### src/xlate_pkg.sv
// constants shared by the translation buffer design
`default_nettype none
package xlate_pkg;
  // buffer geometry
  localparam int unsigned NUM_ENT = 8;
  localparam int unsigned IDX_W   = 3;
  // register byte offsets
  localparam logic [7:0] OFF_CTRL   = 8'h00;
  localparam logic [7:0] OFF_ROOT   = 8'h04;
  localparam logic [7:0] OFF_INVAL  = 8'h08;
  localparam logic [7:0] OFF_STATUS = 8'h0C;
  localparam logic [7:0] OFF_HITS   = 8'h10;
  localparam logic [7:0] OFF_MISSES = 8'h14;
  // control register fields
  localparam int unsigned CTL_PROT   = 0;
  localparam int unsigned CTL_PAGING = 1;
  localparam int unsigned CTL_WP     = 2;
  localparam int unsigned CTL_GLOB   = 3;
  localparam int unsigned CTL_XDE    = 4;
  localparam int unsigned CTL_W      = 5;
  localparam logic [4:0]  CTL_RST = 5'h00;
  localparam logic [31:0] ROOT_RST = 32'h0000_0000;
  // paging entry fields
  localparam int unsigned ENT_P  = 0;
  localparam int unsigned ENT_RW = 1;
  localparam int unsigned ENT_US = 2;
  localparam int unsigned ENT_PS = 7;
  localparam int unsigned ENT_G  = 8;
  localparam int unsigned ENT_XD = 63;
  // bus responses
  localparam logic [1:0] RESP_OKAY   = 2'h0;
  localparam logic [1:0] RESP_SLVERR = 2'h2;
  // fault codes
  localparam logic [2:0] FLT_NONE  = 3'h0;
  localparam logic [2:0] FLT_NOTP  = 3'h1;
  localparam logic [2:0] FLT_WRITE = 3'h2;
  localparam logic [2:0] FLT_USER  = 3'h3;
  localparam logic [2:0] FLT_EXEC  = 3'h4;
  // walker states
  typedef enum logic [3:0] {
    ST_IDLE = 4'h1,
    ST_LOOK = 4'h2,
    ST_DIR  = 4'h4,
    ST_TBL  = 4'h8
  } walk_state_t;
endpackage
`default_nettype wire

### src/translation_buffer.sv
// translation buffer with page walker, invalidation and page checks
// Contract
// - cache recent directory and table entries
// - walk memory only on a buffer miss
// - split buffers optional; one shared here
// - only privilege 0 may invalidate
// - root write drops non-global entries
// - task switch reload acts like root write
// - page invalidate drops that page
// - page invalidate ignores global flag
// - global flag bit 8, gated by enable
// - global entries stay until explicit removal; here a round-robin fill can also replace one
// - clearing global enable flushes everything
// - checks finish before memory access starts
// - violation faults and access is withheld
// - paging enable turns on page checks; here only with protected-mode enable also set
// - pages have user and supervisor classes
// - all-writable user entries disable protection
// - protected-mode enable switches protection on
// - bit 63 is execute-disable when supported
//
// Design decisions made here: the register offsets and register access over AXI4-Lite.
`timescale 1ns/100ps
`default_nettype none
module translation_buffer (
  input  wire logic        aclk,
  input  wire logic        aresetn,
  // axi4-lite slave
  input  wire logic [7:0]  s_axi_awaddr,
  input  wire logic [2:0]  s_axi_awprot,
  input  wire logic        s_axi_awvalid,
  output logic             s_axi_awready,
  input  wire logic [31:0] s_axi_wdata,
  input  wire logic [3:0]  s_axi_wstrb,
  input  wire logic        s_axi_wvalid,
  output logic             s_axi_wready,
  output logic [1:0]       s_axi_bresp,
  output logic             s_axi_bvalid,
  input  wire logic        s_axi_bready,
  input  wire logic [7:0]  s_axi_araddr,
  input  wire logic [2:0]  s_axi_arprot,
  input  wire logic        s_axi_arvalid,
  output logic             s_axi_arready,
  output logic [31:0]      s_axi_rdata,
  output logic [1:0]       s_axi_rresp,
  output logic             s_axi_rvalid,
  input  wire logic        s_axi_rready,
  // implicit root reload on task switch
  input  wire logic        task_switch,
  input  wire logic [31:0] task_root,
  // translation request and answer
  input  wire logic        req_valid,
  output logic             req_ready,
  input  wire logic [31:0] req_vaddr,
  input  wire logic        req_write,
  input  wire logic        req_user,
  input  wire logic        req_fetch,
  output logic             rsp_valid,
  output logic [31:0]      rsp_paddr,
  output logic             rsp_fault,
  output logic [2:0]       rsp_code,
  // paging structure reads
  output logic             mem_req,
  output logic [31:0]      mem_addr,
  input  wire logic        mem_ack,
  input  wire logic [63:0] mem_rdata
);
  localparam int unsigned N = xlate_pkg::NUM_ENT;

  // a 4k entry matches on all 20 bits, a 4m entry on the upper 10
  function automatic logic page_match(input logic lg, input logic [19:0] tag,
                                      input logic [19:0] vpn);
    page_match = lg ? (tag[19:10] == vpn[19:10]) : (tag == vpn);
  endfunction

  // buffer storage, one flip-flop set per entry
  logic [N-1:0] ent_valid_r;
  logic [N-1:0] ent_valid_nxt;
  logic [N-1:0] ent_large_r;
  logic [N-1:0] ent_glob_r;
  logic [N-1:0] ent_rw_r;
  logic [N-1:0] ent_us_r;
  logic [N-1:0] ent_xd_r;
  logic [19:0]  ent_tag_r   [N];
  logic [19:0]  ent_frame_r [N];
  logic [xlate_pkg::IDX_W-1:0] victim_r;      // round-robin fill slot

  // control and walker state
  logic [xlate_pkg::CTL_W-1:0] ctrl_r;
  logic [31:0]            root_r;             // translation_root_reg
  xlate_pkg::walk_state_t state_r;
  logic [31:0]            va_r;
  logic                   wr_q_r;
  logic                   user_q_r;
  logic                   fetch_q_r;
  logic                   pde_rw_r;
  logic                   pde_us_r;
  logic                   pde_xd_r;
  logic [31:0]            hits_r;
  logic [31:0]            misses_r;

  // bus slave holding registers
  logic       aw_full_r;
  logic       w_full_r;
  logic [7:0] aw_addr_r;
  logic       aw_priv_r;
  logic [31:0] w_data_r;
  logic [3:0] w_strb_r;

  // control decode
  wire prot_on    = ctrl_r[xlate_pkg::CTL_PROT];
  wire paging_on  = ctrl_r[xlate_pkg::CTL_PAGING] & prot_on;
  wire wp_on      = ctrl_r[xlate_pkg::CTL_WP];
  wire glob_en_on = ctrl_r[xlate_pkg::CTL_GLOB];
  wire xde_on     = ctrl_r[xlate_pkg::CTL_XDE];

  // write decode: both halves held and no answer pending
  wire wr_fire  = aw_full_r & w_full_r & ~s_axi_bvalid;
  wire a_ctrl   = (aw_addr_r == xlate_pkg::OFF_CTRL);
  wire a_root   = (aw_addr_r == xlate_pkg::OFF_ROOT);
  wire a_inval  = (aw_addr_r == xlate_pkg::OFF_INVAL);
  wire wr_map   = a_ctrl | a_root | a_inval;
  wire wr_ok    = wr_fire & wr_map & aw_priv_r;
  wire [31:0] wmask = {{8{w_strb_r[3]}}, {8{w_strb_r[2]}},
                       {8{w_strb_r[1]}}, {8{w_strb_r[0]}}};
  wire [31:0] ctrl_wide = {{(32 - xlate_pkg::CTL_W){1'b0}}, ctrl_r};
  wire [31:0] ctrl_merge = (ctrl_wide & ~wmask) | (w_data_r & wmask);
  wire [31:0] root_merge = (root_r & ~wmask) | (w_data_r & wmask);

  // invalidation events
  wire root_ld      = (wr_ok & a_root) | task_switch;
  wire glob_en_fall = wr_ok & a_ctrl & glob_en_on & ~ctrl_merge[xlate_pkg::CTL_GLOB];
  wire page_inv     = wr_ok & a_inval;
  wire any_inv      = root_ld | glob_en_fall | page_inv;

  // per-entry hit and kill masks
  logic [N-1:0] hit_vec;
  logic [N-1:0] inv_match;
  logic [N-1:0] kill_vec;
  genvar gi;
  generate
    for (gi = 0; gi < N; gi++) begin : g_ent
      assign hit_vec[gi] = ent_valid_r[gi] &
        page_match(ent_large_r[gi], ent_tag_r[gi], va_r[31:12]);
      assign inv_match[gi] =
        page_match(ent_large_r[gi], ent_tag_r[gi], w_data_r[31:12]);
      assign kill_vec[gi] = glob_en_fall |
        (root_ld & ~(ent_glob_r[gi] & glob_en_on)) |
        (page_inv & inv_match[gi]);
    end
  endgenerate

  // select the hitting entry's frame and flags
  logic        hit_any;
  logic [19:0] hit_frame;
  logic        hit_large;
  logic        hit_rw;
  logic        hit_us;
  logic        hit_xd;
  always_comb begin
    hit_any   = 1'b0;
    hit_frame = 20'h00000;
    hit_large = 1'b0;
    hit_rw    = 1'b0;
    hit_us    = 1'b0;
    hit_xd    = 1'b0;
    for (int i = 0; i < N; i++) begin
      if (hit_vec[i] && !hit_any) begin
        hit_any   = 1'b1;
        hit_frame = ent_frame_r[i];
        hit_large = ent_large_r[i];
        hit_rw    = ent_rw_r[i];
        hit_us    = ent_us_r[i];
        hit_xd    = ent_xd_r[i];
      end
    end
  end

  // page checks run beside the lookup, same cycle
  wire f_user = user_q_r & ~hit_us;
  wire f_wr   = wr_q_r & ~hit_rw & (user_q_r | wp_on);
  wire f_exec = fetch_q_r & hit_xd & xde_on;
  wire [2:0] chk_code = f_user ? xlate_pkg::FLT_USER :
                        f_wr   ? xlate_pkg::FLT_WRITE :
                        f_exec ? xlate_pkg::FLT_EXEC : xlate_pkg::FLT_NONE;
  wire [31:0] hit_pa = hit_large ? {hit_frame[19:10], va_r[21:0]}
                                 : {hit_frame, va_r[11:0]};

  // walker fill; an invalidation in the same cycle cancels it so that
  // a walk ending in the flush cycle never lands, and the lookup walks again
  wire dir_ok   = (state_r == xlate_pkg::ST_DIR) & mem_ack &
                  mem_rdata[xlate_pkg::ENT_P];
  wire tbl_ok   = (state_r == xlate_pkg::ST_TBL) & mem_ack &
                  mem_rdata[xlate_pkg::ENT_P];
  wire fill_lg  = dir_ok & mem_rdata[xlate_pkg::ENT_PS];
  wire fill_now = (fill_lg | tbl_ok) & ~any_inv;
  wire walk_np  = mem_ack & ~mem_rdata[xlate_pkg::ENT_P] &
                  (state_r != xlate_pkg::ST_IDLE);

  // next valid mask: kills first, then the new fill
  always_comb begin
    ent_valid_nxt = ent_valid_r & ~kill_vec;
    if (fill_now) begin
      ent_valid_nxt[victim_r] = 1'b1;
    end
  end

  // entry contents; global flag kept from the entry that ends the walk, table entry or large-page directory entry
  always_ff @(posedge aclk) begin
    if (!aresetn) begin
      ent_valid_r <= '0;
      victim_r    <= '0;
    end else begin
      ent_valid_r <= ent_valid_nxt;
      if (fill_now) begin
        victim_r <= victim_r + 1'b1;
        ent_tag_r[victim_r]   <= va_r[31:12];
        ent_frame_r[victim_r] <= mem_rdata[31:12];
        ent_large_r[victim_r] <= fill_lg;
        ent_glob_r[victim_r]  <= mem_rdata[xlate_pkg::ENT_G];
        ent_rw_r[victim_r]    <= mem_rdata[xlate_pkg::ENT_RW] & (fill_lg | pde_rw_r);
        ent_us_r[victim_r]    <= mem_rdata[xlate_pkg::ENT_US] & (fill_lg | pde_us_r);
        ent_xd_r[victim_r]    <= mem_rdata[xlate_pkg::ENT_XD] | (~fill_lg & pde_xd_r);
      end
    end
  end

  // walker: idle, lookup, directory read, table read
  always_ff @(posedge aclk) begin
    if (!aresetn) begin
      state_r   <= xlate_pkg::ST_IDLE;
      req_ready <= 1'b0;
      rsp_valid <= 1'b0;
      rsp_paddr <= 32'h0000_0000;
      rsp_fault <= 1'b0;
      rsp_code  <= xlate_pkg::FLT_NONE;
      mem_req   <= 1'b0;
      mem_addr  <= 32'h0000_0000;
      va_r      <= 32'h0000_0000;
      wr_q_r    <= 1'b0;
      user_q_r  <= 1'b0;
      fetch_q_r <= 1'b0;
      pde_rw_r  <= 1'b0;
      pde_us_r  <= 1'b0;
      pde_xd_r  <= 1'b0;
      hits_r    <= 32'h0000_0000;
      misses_r  <= 32'h0000_0000;
    end else begin
      rsp_valid <= 1'b0;
      unique case (state_r)
        xlate_pkg::ST_IDLE: begin
          req_ready <= 1'b1;
          if (req_valid && req_ready) begin
            req_ready <= 1'b0;
            va_r      <= req_vaddr;
            wr_q_r    <= req_write;
            user_q_r  <= req_user;
            fetch_q_r <= req_fetch;
            state_r   <= xlate_pkg::ST_LOOK;
          end
        end
        xlate_pkg::ST_LOOK: begin
          if (!paging_on) begin
            // no paging: linear equals physical, no page checks
            rsp_valid <= 1'b1;
            rsp_paddr <= va_r;
            rsp_fault <= 1'b0;
            rsp_code  <= xlate_pkg::FLT_NONE;
            state_r   <= xlate_pkg::ST_IDLE;
          end else if (hit_any) begin
            // the access is released only with a clean check
            hits_r    <= hits_r + 32'h0000_0001;
            rsp_valid <= 1'b1;
            rsp_fault <= (chk_code != xlate_pkg::FLT_NONE);
            rsp_code  <= chk_code;
            rsp_paddr <= (chk_code != xlate_pkg::FLT_NONE) ? 32'h0000_0000 : hit_pa;
            state_r   <= xlate_pkg::ST_IDLE;
          end else begin
            misses_r <= misses_r + 32'h0000_0001;
            mem_req  <= 1'b1;
            mem_addr <= {root_r[31:12], 12'h000} + {19'h00000, va_r[31:22], 3'h0};
            state_r  <= xlate_pkg::ST_DIR;
          end
        end
        xlate_pkg::ST_DIR: begin
          if (mem_ack) begin
            pde_rw_r <= mem_rdata[xlate_pkg::ENT_RW];
            pde_us_r <= mem_rdata[xlate_pkg::ENT_US];
            pde_xd_r <= mem_rdata[xlate_pkg::ENT_XD];
            if (walk_np || fill_lg) begin
              mem_req <= 1'b0;
            end else begin
              mem_addr <= {mem_rdata[31:12], 12'h000} +
                          {19'h00000, va_r[21:12], 3'h0};
            end
            state_r <= walk_np ? xlate_pkg::ST_IDLE :
                       fill_lg ? xlate_pkg::ST_LOOK : xlate_pkg::ST_TBL;
          end
        end
        xlate_pkg::ST_TBL: begin
          if (mem_ack) begin
            mem_req <= 1'b0;
            state_r <= walk_np ? xlate_pkg::ST_IDLE : xlate_pkg::ST_LOOK;
          end
        end
      endcase
      // a not-present entry ends the walk with a fault, nothing installed
      if (walk_np) begin
        rsp_valid <= 1'b1;
        rsp_fault <= 1'b1;
        rsp_code  <= xlate_pkg::FLT_NOTP;
        rsp_paddr <= 32'h0000_0000;
      end
    end
  end

  // bus write side: address and data taken in either order
  always_ff @(posedge aclk) begin
    if (!aresetn) begin
      aw_full_r     <= 1'b0;
      w_full_r      <= 1'b0;
      aw_addr_r     <= 8'h00;
      aw_priv_r     <= 1'b0;
      w_data_r      <= 32'h0000_0000;
      w_strb_r      <= 4'h0;
      s_axi_awready <= 1'b0;
      s_axi_wready  <= 1'b0;
      s_axi_bvalid  <= 1'b0;
      s_axi_bresp   <= xlate_pkg::RESP_OKAY;
      ctrl_r        <= xlate_pkg::CTL_RST;
      root_r        <= xlate_pkg::ROOT_RST;
    end else begin
      s_axi_awready <= ~aw_full_r & ~(s_axi_awvalid & s_axi_awready);
      s_axi_wready  <= ~w_full_r & ~(s_axi_wvalid & s_axi_wready);
      if (s_axi_awvalid && s_axi_awready) begin
        aw_full_r <= 1'b1;
        aw_addr_r <= s_axi_awaddr;
        aw_priv_r <= s_axi_awprot[0];
      end
      if (s_axi_wvalid && s_axi_wready) begin
        w_full_r <= 1'b1;
        w_data_r <= s_axi_wdata;
        w_strb_r <= s_axi_wstrb;
      end
      if (wr_fire) begin
        // unprivileged or unmapped writes change nothing
        s_axi_bvalid <= 1'b1;
        s_axi_bresp  <= wr_ok ? xlate_pkg::RESP_OKAY : xlate_pkg::RESP_SLVERR;
        if (wr_ok && a_ctrl) begin
          ctrl_r <= ctrl_merge[xlate_pkg::CTL_W-1:0];
        end
      end
      if (root_ld) begin
        root_r <= task_switch ? task_root : root_merge;
      end
      if (s_axi_bvalid && s_axi_bready) begin
        s_axi_bvalid <= 1'b0;
        aw_full_r    <= 1'b0;
        w_full_r     <= 1'b0;
      end
    end
  end

  // bus read side; status shows walker busy and resident entries
  wire [31:0] status_w = {16'h0000, ent_valid_r, 7'h00, ~state_r[0]};
  wire [7:0]  ra = s_axi_araddr;
  wire rd_map = (ra == xlate_pkg::OFF_CTRL) | (ra == xlate_pkg::OFF_ROOT) |
                (ra == xlate_pkg::OFF_INVAL) | (ra == xlate_pkg::OFF_STATUS) |
                (ra == xlate_pkg::OFF_HITS) | (ra == xlate_pkg::OFF_MISSES);
  wire [31:0] rd_mux = (ra == xlate_pkg::OFF_CTRL)   ? ctrl_wide :
                       (ra == xlate_pkg::OFF_ROOT)   ? root_r :
                       (ra == xlate_pkg::OFF_STATUS) ? status_w :
                       (ra == xlate_pkg::OFF_HITS)   ? hits_r :
                       (ra == xlate_pkg::OFF_MISSES) ? misses_r : 32'h0000_0000;
  always_ff @(posedge aclk) begin
    if (!aresetn) begin
      s_axi_arready <= 1'b0;
      s_axi_rvalid  <= 1'b0;
      s_axi_rdata   <= 32'h0000_0000;
      s_axi_rresp   <= xlate_pkg::RESP_OKAY;
    end else if (s_axi_arvalid && s_axi_arready) begin
      s_axi_arready <= 1'b0;
      s_axi_rvalid  <= 1'b1;
      s_axi_rdata   <= rd_mux;
      s_axi_rresp   <= rd_map ? xlate_pkg::RESP_OKAY : xlate_pkg::RESP_SLVERR;
    end else if (s_axi_rvalid) begin
      s_axi_rvalid  <= ~s_axi_rready;
      s_axi_arready <= s_axi_rready;
    end else begin
      s_axi_arready <= 1'b1;
    end
  end
endmodule
`default_nettype wire

### config.mk
export PLATFORM = sky130hd
export DESIGN_NAME = translation_buffer
export DESIGN_NICKNAME = d
export VERILOG_FILES = /design/src/xlate_pkg.sv /design/src/translation_buffer.sv
export SDC_FILE = /design/constraint.sdc
export NUM_CORES = 1
export LEC_CHECK = 0
export BUFFER_PORTS_ARGS = -buffer_cell sky130_fd_sc_hd__buf_2
export CAP_MARGIN = 15
export CORE_UTILIZATION = 43
export CTS_CLUSTER_DIAMETER = 30
export CTS_CLUSTER_SIZE = 12
export DETAILED_ROUTE_END_ITERATION = 8
export SETUP_SLACK_MARGIN = 0.2
export SYNTH_ARGS = -nofsm -noshare
export SYNTH_HDL_FRONTEND = slang
export SYNTH_SLANG_ARGS = --single-unit
### constraint.sdc
create_clock -name aclk -period 6.6 [get_ports aclk]
set_input_delay 0.66 -clock aclk [delete_from_list [all_inputs] [get_ports aclk]]
set_output_delay 0.66 -clock aclk [all_outputs]
set_load 0.02 [all_outputs]
# Yosys cells after proc, flatten, opt, wreduce, memory -nomap -nowiden
# Memory sizes are Yosys's and may differ from the RTL's.
# Index checks and enable logic that the tools add are counted.
# op_classes
bitwise	125
n_mul	0
n_eq_ne	53
n_mux	126
magnitude_cmp	2
n_shift	0
n_reduce_logical	42
div_mod_pow	0
addsub	5
# op_table
operator	n
32-bit two-way mux	13
20-bit == test	16
10-bit == test	16
20-bit two-way mux	8
1-bit two-way mux	79
32-bit by 1-bit adder with 32-bit output, second input constant	2
32-bit by 13-bit adder with 32-bit output	2
32-bit AND	2
32-bit one-hot mux with 2 select lines	1
1-bit AND	62
8-bit bitwise mux	5
32-bit NOT	1
32-bit bitwise OR	1
1-bit bitwise OR	31
8-bit by 4-bit == test with 1-bit output, second input constant	3
1-bit NOT	23
22-bit two-way mux	1
3-bit two-way mux	7
4-bit two-way mux	5
8-bit by 3-bit == test with 1-bit output, second input constant	2
8-bit by 5-bit == test with 1-bit output, second input constant	2
8-bit logical NOT	2
4-bit one-hot mux with 4 select lines	1
1-bit logical AND	14
29 further kinds	54
# totals
elab_cells	396
output_inout_bits	112
ff_bits	353
memories	2
in_bits	199
latch_bits	0
mem_bits_rw	320
rom_bits	0
# mem_list
name	depth	word_bits	rd	rd_clocked_by_memory_dff	wr	line_no	rtl
ent_frame_r	8	20	8	0	1	translation_buffer.sv:85	logic [19:0] ent_frame_r [N];
ent_tag_r	8	20	8	0	1	translation_buffer.sv:84	logic [19:0] ent_tag_r [N];

# Logic depth before layout (Yosys ltp)
# Gate-level depths: netlist (run 1).
# An unclocked memory read counts as a cell.
# logic_depth
ltp_word	36
ltp_mapped	14
ltp_nobuf	10

# Worst setup path after synthesis (run 1)
# OpenSTA, ideal clock, no wires.
# synth_timing
kind	input to register
from	input port task_switch
to	memory ent_frame_r[0][0], enable pin
arrival_ps	4930
cell_stages	5
setup_ps	506
setup_slack_ps	1165
required_time_ps	6094
path_buffers	1
path_cell_list	clkbuf_1 nor2_1 nand3_1 or4_1 nor3_1
# synth_between
elab_chain_len	8
# synth_rtl
element	line_no	rtl
from (decl)	translation_buffer.sv:49	input wire logic task_switch,
1-bit bitwise OR	translation_buffer.sv:131	wire root_ld = (wr_ok & a_root) | task_switch;
1-bit bitwise OR (2 in a row)	translation_buffer.sv:134	wire any_inv = root_ld | glob_en_fall | page_inv;
1-bit NOT	translation_buffer.sv:196	wire fill_now = (fill_lg | tbl_ok) & ~any_inv;
1-bit AND	translation_buffer.sv:196	
1-bit two-way mux	translation_buffer.sv:215	if (fill_now) begin
1-bit two-way mux	translation_buffer.sv:210	if (!aresetn) begin
1-bit two-way mux (not written as such)	translation_buffer.sv:218	ent_frame_r[victim_r] <= mem_rdata[31:12];
to (decl)	translation_buffer.sv:85	
# Every way passes these cells.

# Worst setup path after layout (run 1)
# layout_timing
from	register va_r[20]
to	register hits_r[31]
# layout_between
elab_chain_len	26
word_cells_on_any_way	47
classes_between	eq/ne: 8; mux: 16; bitwise: 8; reduce/logical: 15
# layout_rtl
element	line_no	rtl
from (decl)	translation_buffer.sv:92	logic [31:0] va_r;
from (signal assigned)	translation_buffer.sv:255	va_r <= req_vaddr;
20-bit == test	translation_buffer.sv:73	page_match = lg ? (tag[19:10] == vpn[19:10]) : (tag == vpn);
1-bit two-way mux	translation_buffer.sv:73	
1-bit AND	translation_buffer.sv:143	assign hit_vec[gi] = ent_valid_r[gi] &
1-bit two-way mux	translation_buffer.sv:168	if (hit_vec[i] && !hit_any) begin
1-bit logical NOT	translation_buffer.sv:168	
1-bit logical AND	translation_buffer.sv:168	
1-bit two-way mux	translation_buffer.sv:168	
1-bit logical NOT	translation_buffer.sv:168	
(+10 left out)	--	
1-bit two-way mux	translation_buffer.sv:168	
1-bit logical NOT	translation_buffer.sv:168	
1-bit logical AND	translation_buffer.sv:168	
1-bit two-way mux	translation_buffer.sv:168	
1-bit logical NOT	translation_buffer.sv:168	
1-bit logical AND	translation_buffer.sv:168	
1-bit two-way mux *	translation_buffer.sv:168	
3-bit AND reduction (no source line) *	--	
to (signal assigned)	translation_buffer.sv:272	hits_r <= hits_r + 32'h0000_0001;
to (decl)	translation_buffer.sv:99	logic [31:0] hits_r;
# Every way passes the cells marked *; elsewhere a longest branch is shown, timed or not.
# A chain may end at the register's enable or synchronous reset.

==> results of run 1 <==
## area by class of cell
| class | count | area share (%) |
|---|---|---|
| diodes | 3 | 0.0194 |
| inverters | 20 | 0.194 |
| flip-flops and latches | 668 | 43.9 |
| repair buffers | 320 | 4.62 |
| well taps | 950 | 3.08 |
| multi-input cells | 1972 | 34.7 |
| clock inverters | 87 | 2.84 |
| clock buffers | 188 | 10.6 |
## registers in the layout, indices dropped and copies added (netlist names), 4 cells and up, named ones only
| signal | count |
|---|---|
| ent_rw_r | 8 |
| s_axi_rdata | 32 |
| ent_xd_r | 8 |
| va_r | 32 |
| ent_us_r | 8 |
| misses_r | 32 |
| ent_frame_r | 160 |
| ent_glob_r | 8 |
| ent_valid_r | 8 |
| state_r | 4 |
| ent_large_r | 8 |
| ent_tag_r | 160 |
| hits_r | 32 |
| w_strb_r | 4 |
| w_data_r | 32 |
| aw_addr_r | 8 |
| mem_addr | 29 |
| rsp_paddr | 32 |
## final timing paths
kind	startpoint	end	slack, ns	cells after the start
worst max-delay path	va_r[20]	hits_r[31]	1.73	11
worst min-delay path	req_vaddr[24]	va_r[24]	0.21	3
worst max register to register	va_r[20]	hits_r[31]	1.73	11
worst min register to register	mem_addr[22]	mem_addr[22]	0.45	2
## layer usage
metal / vias to the layer above / global-route usage [%] / wire length (µm)
met5: - / 0 / 17
met4: 2 / 10.3 / 3010
met3: 176 / 5.84 / 8370
met2: 1004 / 42.7 / 46400
met1: 11900 / 35.1 / 41600
li1: 11000 / - / -
## tightest hold or removal path, cell delays in order
cell	delay, ns
buf_2	0.09
nand2_1	0.04
a21boi_0	0.06
## cell families after synthesis
kind of cell / Yosys count / share of synthesized area (%)
multiplexers: 72 / 2.39
buffers and inverters: 192 / 2.89
flip-flops: 668 / 54.5
other: 1 / 0.0120
AND/OR/NAND/NOR: 963 / 15.5
AO/OA/AOI/OAI: 525 / 13.1
XOR/XNOR: 400 / 11.3
adder cells (fa/ha/maj): 7 / 0.281
## through the flow
step	setup WS, ns	hold slack [ns]	std cells
2_1_floorplan	1.16	0.439	2832
3_3_place_gp	1.89	0.444	3928
3_5_place_dp	1.81	0.447	3929
4_1_cts	1.79	0.174	4204
5_1_grt	1.45	0.190	4207
6_report	1.73	0.207	4208
## placed cells by master (no fill, tap or decap), types with 63 or more instances in the layout
cell type | synthesis | routed
nor2_1 | 125 | 118
nand2_1 | 377 | 377
buf_2 | 21 | 261
edfxtp_1 | 360 | 360
nand3_1 | 79 | 78
a21boi_0 | 100 | 100
and2_1 | 63 | 63
xor2_1 | 231 | 231
dfxtp_1 | 308 | 308
clkbuf_16 | 0 | 158
xnor2_1 | 168 | 168
## power by group
group          internal [mW]  total [mW]  switching [mW]
sequential              4.45        4.59           0.139
clock                   5.24        7.58            2.33
combinational          0.210       0.555           0.344
==> qor.txt, run 1 <==
Leakage - 14.6 nW
Slew HR - 23.6%
Commonest cells post-synth - nand2_1 (377), edfxtp_1 (360), dfxtp_1 (308)
Clock tree from TritonCTS - yes
Clk sinks - 668
Outcome - complete, no violations
Post-synth top area cell - edfxtp_1
Initial Utilization - 43.5%
Measured slew at the worst slew-check pin - 1.14 ns
GRT Total Usage - 26.6%
Nature of the critical path endpoint - flop
Clk_lat worst skew - 0.71 ns
Mapped Cells - 2,828
Top post-synthesis cells by area - edfxtp_1 (35%), dfxtp_1 (20%), xor2_1 (6.5%)
Maximum fanout along the worst path - 15
Resized Gates After CTS - 0
CTS root buf - clkbuf_16
Post-CTS Setup Inserts - 0
CP Class - flop to flop
Die ar. - 0.0735 mm²
Die X - 271 µm
Total power - 12.7 mW
Largest net degree at the start of global routing - 140
Pwr/cell area - 329 mW/mm²
Final wirelength - 99,300 µm
# DRC - 0
Yosys cell types - 105
Final Util - 53.9%
Initial antenna violation count - 5
Multi-input logic area - 0.0134 mm²
DR vias/cell - 5.73
Max Fclk - 0.205 GHz
Crit path max-delay family - simple AND/OR/NAND/NOR gates
Vias - 24.1k
Hold_buf cts - 0
Crit-path cells - buf_4, xor2_1, nor4_1, a41oi_1, nor2b_1, nor2_1, a21o_1, nor3_4, nand2_1, or3_1, a21boi_0
Synth Flop Type - edfxtp_1
Tmin final - 4.87 ns
Number of global-route vias before repair - 23.8k
I/O pin total - 311
H-Tree Depth - 4
Share of cells above drive strength 1 - 20.0%
Final period utilization - 73.7%
Final TNS setup - 0 ns
Most frequent cell after synthesis - nand2_1
Filler cells - 6,155
Total of max-cap violations - 0
Share of flip-flops with an asynchronous set or reset - 0%
Nets - 3,337
Core area - 0.0716 mm²
DRT Pass-1 Iters - 5
CP startpoint kind - flop
CP max stage cell - dfxtp_1
Top-area cell type share of the netlist area - 34.7%
Area delta synth->final - 24.1%
Final antenna-violating net count - 0
Avg WL per Cell - 23.6 µm
CP peak stage delay - 0.93 ns
Final Hold Fails - 0
Placed Area - 0.0334 mm²
Final setup fails - 0
Clock transition at the registers of the reported paths - 0.05 ns
#FFs+latches synth - 668
Post-DP HPWL - 68,700 µm
Initial DRC count - 2,346
I/O Buffers - 262
Worst Path Required - 7.22 ns
Row cnt - 98
Yosys warns - 0
GR Overflow Total - 0
RSZ-0062 raised after global routing - no
Worst vdd ir - 200 µV
Number of flops mapped to enable cells by yosys - 360
Synth Cell Area - 0.0311 mm²
Worst Path Buf+Inv - 1
Type of the most critical hold path - primary input to flop
WP data arrival - 5.49 ns
Global-route wire length before repair - 147,000 µm
Post-route cell area - 0.0386 mm²
Storage cell area - 0.0170 mm²
Die H - 271 µm
Final Skew - 0.0280 ns
TritonCTS buffer count - 149
Syn Area/Cell - 11.0 µm²
Final Max Tran Viols - 0
Seq/Total Area, Yosys - 54.5%
Clk buf depth - 3
Final GP Congestion - 0.919
Power figures use the tool's default switching activity.
==> inputs of run 2 (changes only) <==
- clock period: 6.6 -> 4.2 ns (I/O delays scaled with it)
==> run 2 against run 1 <==
  * Sequential power rose by 56%
  * Core utilization rose by 2.4 points
  * Cell count rose by 3.5%
  * Power rose by 61%
  * Count of clock-buffer cells in the layout fell by 11
  * Sequential cell count did not move
  * Clock skew rose by 0.0097 ns
  * Non-clock buffer count rose by 151
  * Combinational power rose by 86%
  * Die area did not move
  * Clock power rose by 62%
  * Critical path depth rose by 1
==> qor.txt, run 2 (synthesis gave the netlist of run 1 again) <==
I/O pin total - 311 (unchanged)
Initial Utilization - 43.5% (unchanged)
Clk_lat worst skew - 0.72 ns (about the same)
Final wirelength - 102,000 µm (+2.4%)
Type of the most critical hold path - primary input to flop
Clk buf depth - 3 (unchanged)
Most common cell after layout, fill and taps aside - nand2_1
Max Fclk - 0.257 GHz (+25%)
Row cnt - 98 (unchanged)
Initial antenna violation count - 6 (+1)
Worst vdd ir - 405 µV (+100%)
Worst Path Required - 4.82 ns (-2.40 ns)
Reg2Reg Depth - 12 (+1)
Share of cells above drive strength 1 - 21.9% (+1.9 points)
Final Util - 56.3% (+2.4 points)
Initial DRC count - 2,278 (-2.9%)
Die ar. - 0.0735 mm² (unchanged)
Final antenna-violating net count - 0 (unchanged)
RSZ-0062 raised after global routing - no
DRT Pass-1 Iters - 5 (unchanged)
Hold-critical path depth - 4 (+1)
Core area - 0.0716 mm² (unchanged)
Leakage - 15.4 nW (+5.4%)
Final period utilization - 92.7% (+19 points)
TritonCTS buffer count - 146 (-2.0%)
FF-to-FF setup slack - 0.31 ns (-1.43 ns)
Final Hold Fails - 0 (unchanged)
I/O Buffers - 262 (unchanged)
CP startpoint kind - flop
Die X - 271 µm (unchanged)
CTS root buf - clkbuf_16
DR vias/cell - 5.65 (-1.4%)
Met2 Wirelength - 47,000 µm (+1.4%)
GRT Total Usage - 27.5% (+0.83 points)
Die H - 271 µm (unchanged)
Final Skew - 0.0377 ns (+0.00970 ns)
Top layer in use - met5
Total of max-cap violations - 0 (unchanged)
Vias - 24.6k (+2.0%)
Final Max Tran Viols - 0 (unchanged)
Reg2reg start - va_r[22]
Final TNS setup - 0 ns (unchanged)
Outcome - complete, no violations
Clk sinks - 668 (unchanged)
Maximum fanout along the worst path - 14 (-1)
Nature of the critical path endpoint - flop
WL met1 - 43,500 µm (+4.6%)
FF-to-FF End - misses_r[28]
WL met3 - 7650 µm (-8.7%)
Final GP Congestion - 0.915 (-0.42%)
# DRC - 0 (unchanged)
Global-route wire length before repair - 151,000 µm (+2.7%)
Nets - 3,485 (+4.4%)
Avg WL per Cell - 23.4 µm (-1.0%)
Slew HR - 23.6% (about the same)
GR Overflow Total - 0 (unchanged)
Most frequent cells in the layout - nand2_1 (377), edfxtp_1 (360), dfxtp_1 (307), buf_2 (261), xor2_1 (231)
H-Tree Depth - 4 (unchanged)
Final setup fails - 0 (unchanged)
Filler cells - 6,047 (-1.8%)
Area delta synth->final - 29.5%
Pwr/cell area - 508 mW/mm² (+54%)
WP data arrival - 4.52 ns (-0.97 ns)
Top flop regs - ent_frame_r x160, ent_tag_r x160
CP Class - flop to flop
Number of global-route vias before repair - 24.4k (+2.7%)
Clock tree from TritonCTS - yes
Tmin final - 3.89 ns (-0.973 ns)
Measured slew at the worst slew-check pin - 1.14 ns (+0.00438 ns)
Hold Crit Start - task_root[5]
Largest net degree at the start of global routing - 99 (-29%)
Clock transition at the registers of the reported paths - 0.04 ns (about the same)
Post-DP HPWL - 71,100 µm (+3.5%)
[run 2: cell count changes in the layout (fill, tap and decap cells not counted), sizes merged]
cell         previous run  this run
dlygate4sd3             0        78
clkinv                 47        46
clkinvlp                8        12
buf                   320       393
inv                    30        31
diode                   3         1
clkbuf                188       177
bufinv                 22        27
[run 2: per-stage QoR]
| step | cell area [µm²] | setup slack [ns] | std cells | hold WS [ns] | power (mW) |
|---|---|---|---|---|---|
| 5_1_grt | 40300 | 0.201 | 4355 | 0.0261 | 21.1 |
| 3_3_place_gp | 34100 | 0.195 | 4002 | 0.446 | 8.21 |
| 3_5_place_dp | 34100 | 0.220 | 4002 | 0.445 | 8.23 |
| 2_1_floorplan | 31200 | 0.0364 | 2832 | 0.439 | 7.76 |
| 6_report | 40300 | 0.306 | 4355 | 0.0403 | 20.5 |
| 4_1_cts | 40300 | 0.213 | 4353 | 0.00213 | 20.6 |
[run 2: cell type report]
class	instances	area, µm²	area share [%]
multi-input cells	1972	13400	33.3
clock inverters	96	1360	3.38
flip-flops and latches	668	17000	42.1
inverters	20	75.1	0.186
repair buffers	471	3280	8.14
clock buffers	177	4030	9.99
diodes	1	2.50	0.00620
well taps	950	1190	2.95
[run 2: timing repair]
item	in CTS	in global routing
pin swaps	1	1
hold endpoints to repair	86	0
buffers inserted	0	1
setup endpoints to repair	7	32
resized for setup	1	2
hold buffers	78	0
[run 2: report_power, final]
part,internal (mW),total [mW],switching [mW],leakage [nW]
sequential,6.99,7.16,0.170,5.71
clock,8.52,12.3,3.79,2.61
combinational,0.415,1.03,0.611,7.07
total,15.9,20.5,4.57,15.4
[run 2: worst max-delay path, cell delays in order (launching register included)]
cell and delay [ns]:
dfxtp_1 0.63, xnor2_1 0.16, nand4_1 0.13, or3_1 0.31
a2bb2oi_1 0.54, nor4b_4 0.52, buf_4 0.24, buf_4 0.16
and4_1 0.26, nand4_1 0.12, buf_4 0.22, or3_1 0.35
a21boi_0 0.17
[run 2: per-layer routing]
layer | up-vias | GRT usage (%)
met3 | 205 | 5.13
met5 | - | 0
met2 | 1019 | 43.5
met4 | 8 | 11.3
li1 | 11300 | -
met1 | 12100 | 36.9
[run 2: worst max-delay path by stage]
stage / start / end / slack, ns / cells after the start
floorplan: s_axi_bvalid / ent_frame_r[6][0] / 0.04 / 7
global placement: va_r[18] / rsp_paddr[13] / 0.19 / 11
detailed placement: va_r[18] / rsp_paddr[13] / 0.22 / 11
CTS: va_r[18] / rsp_paddr[13] / 0.21 / 11
global route: va_r[16] / rsp_paddr[17] / 0.20 / 12
finish: va_r[22] / misses_r[28] / 0.31 / 12
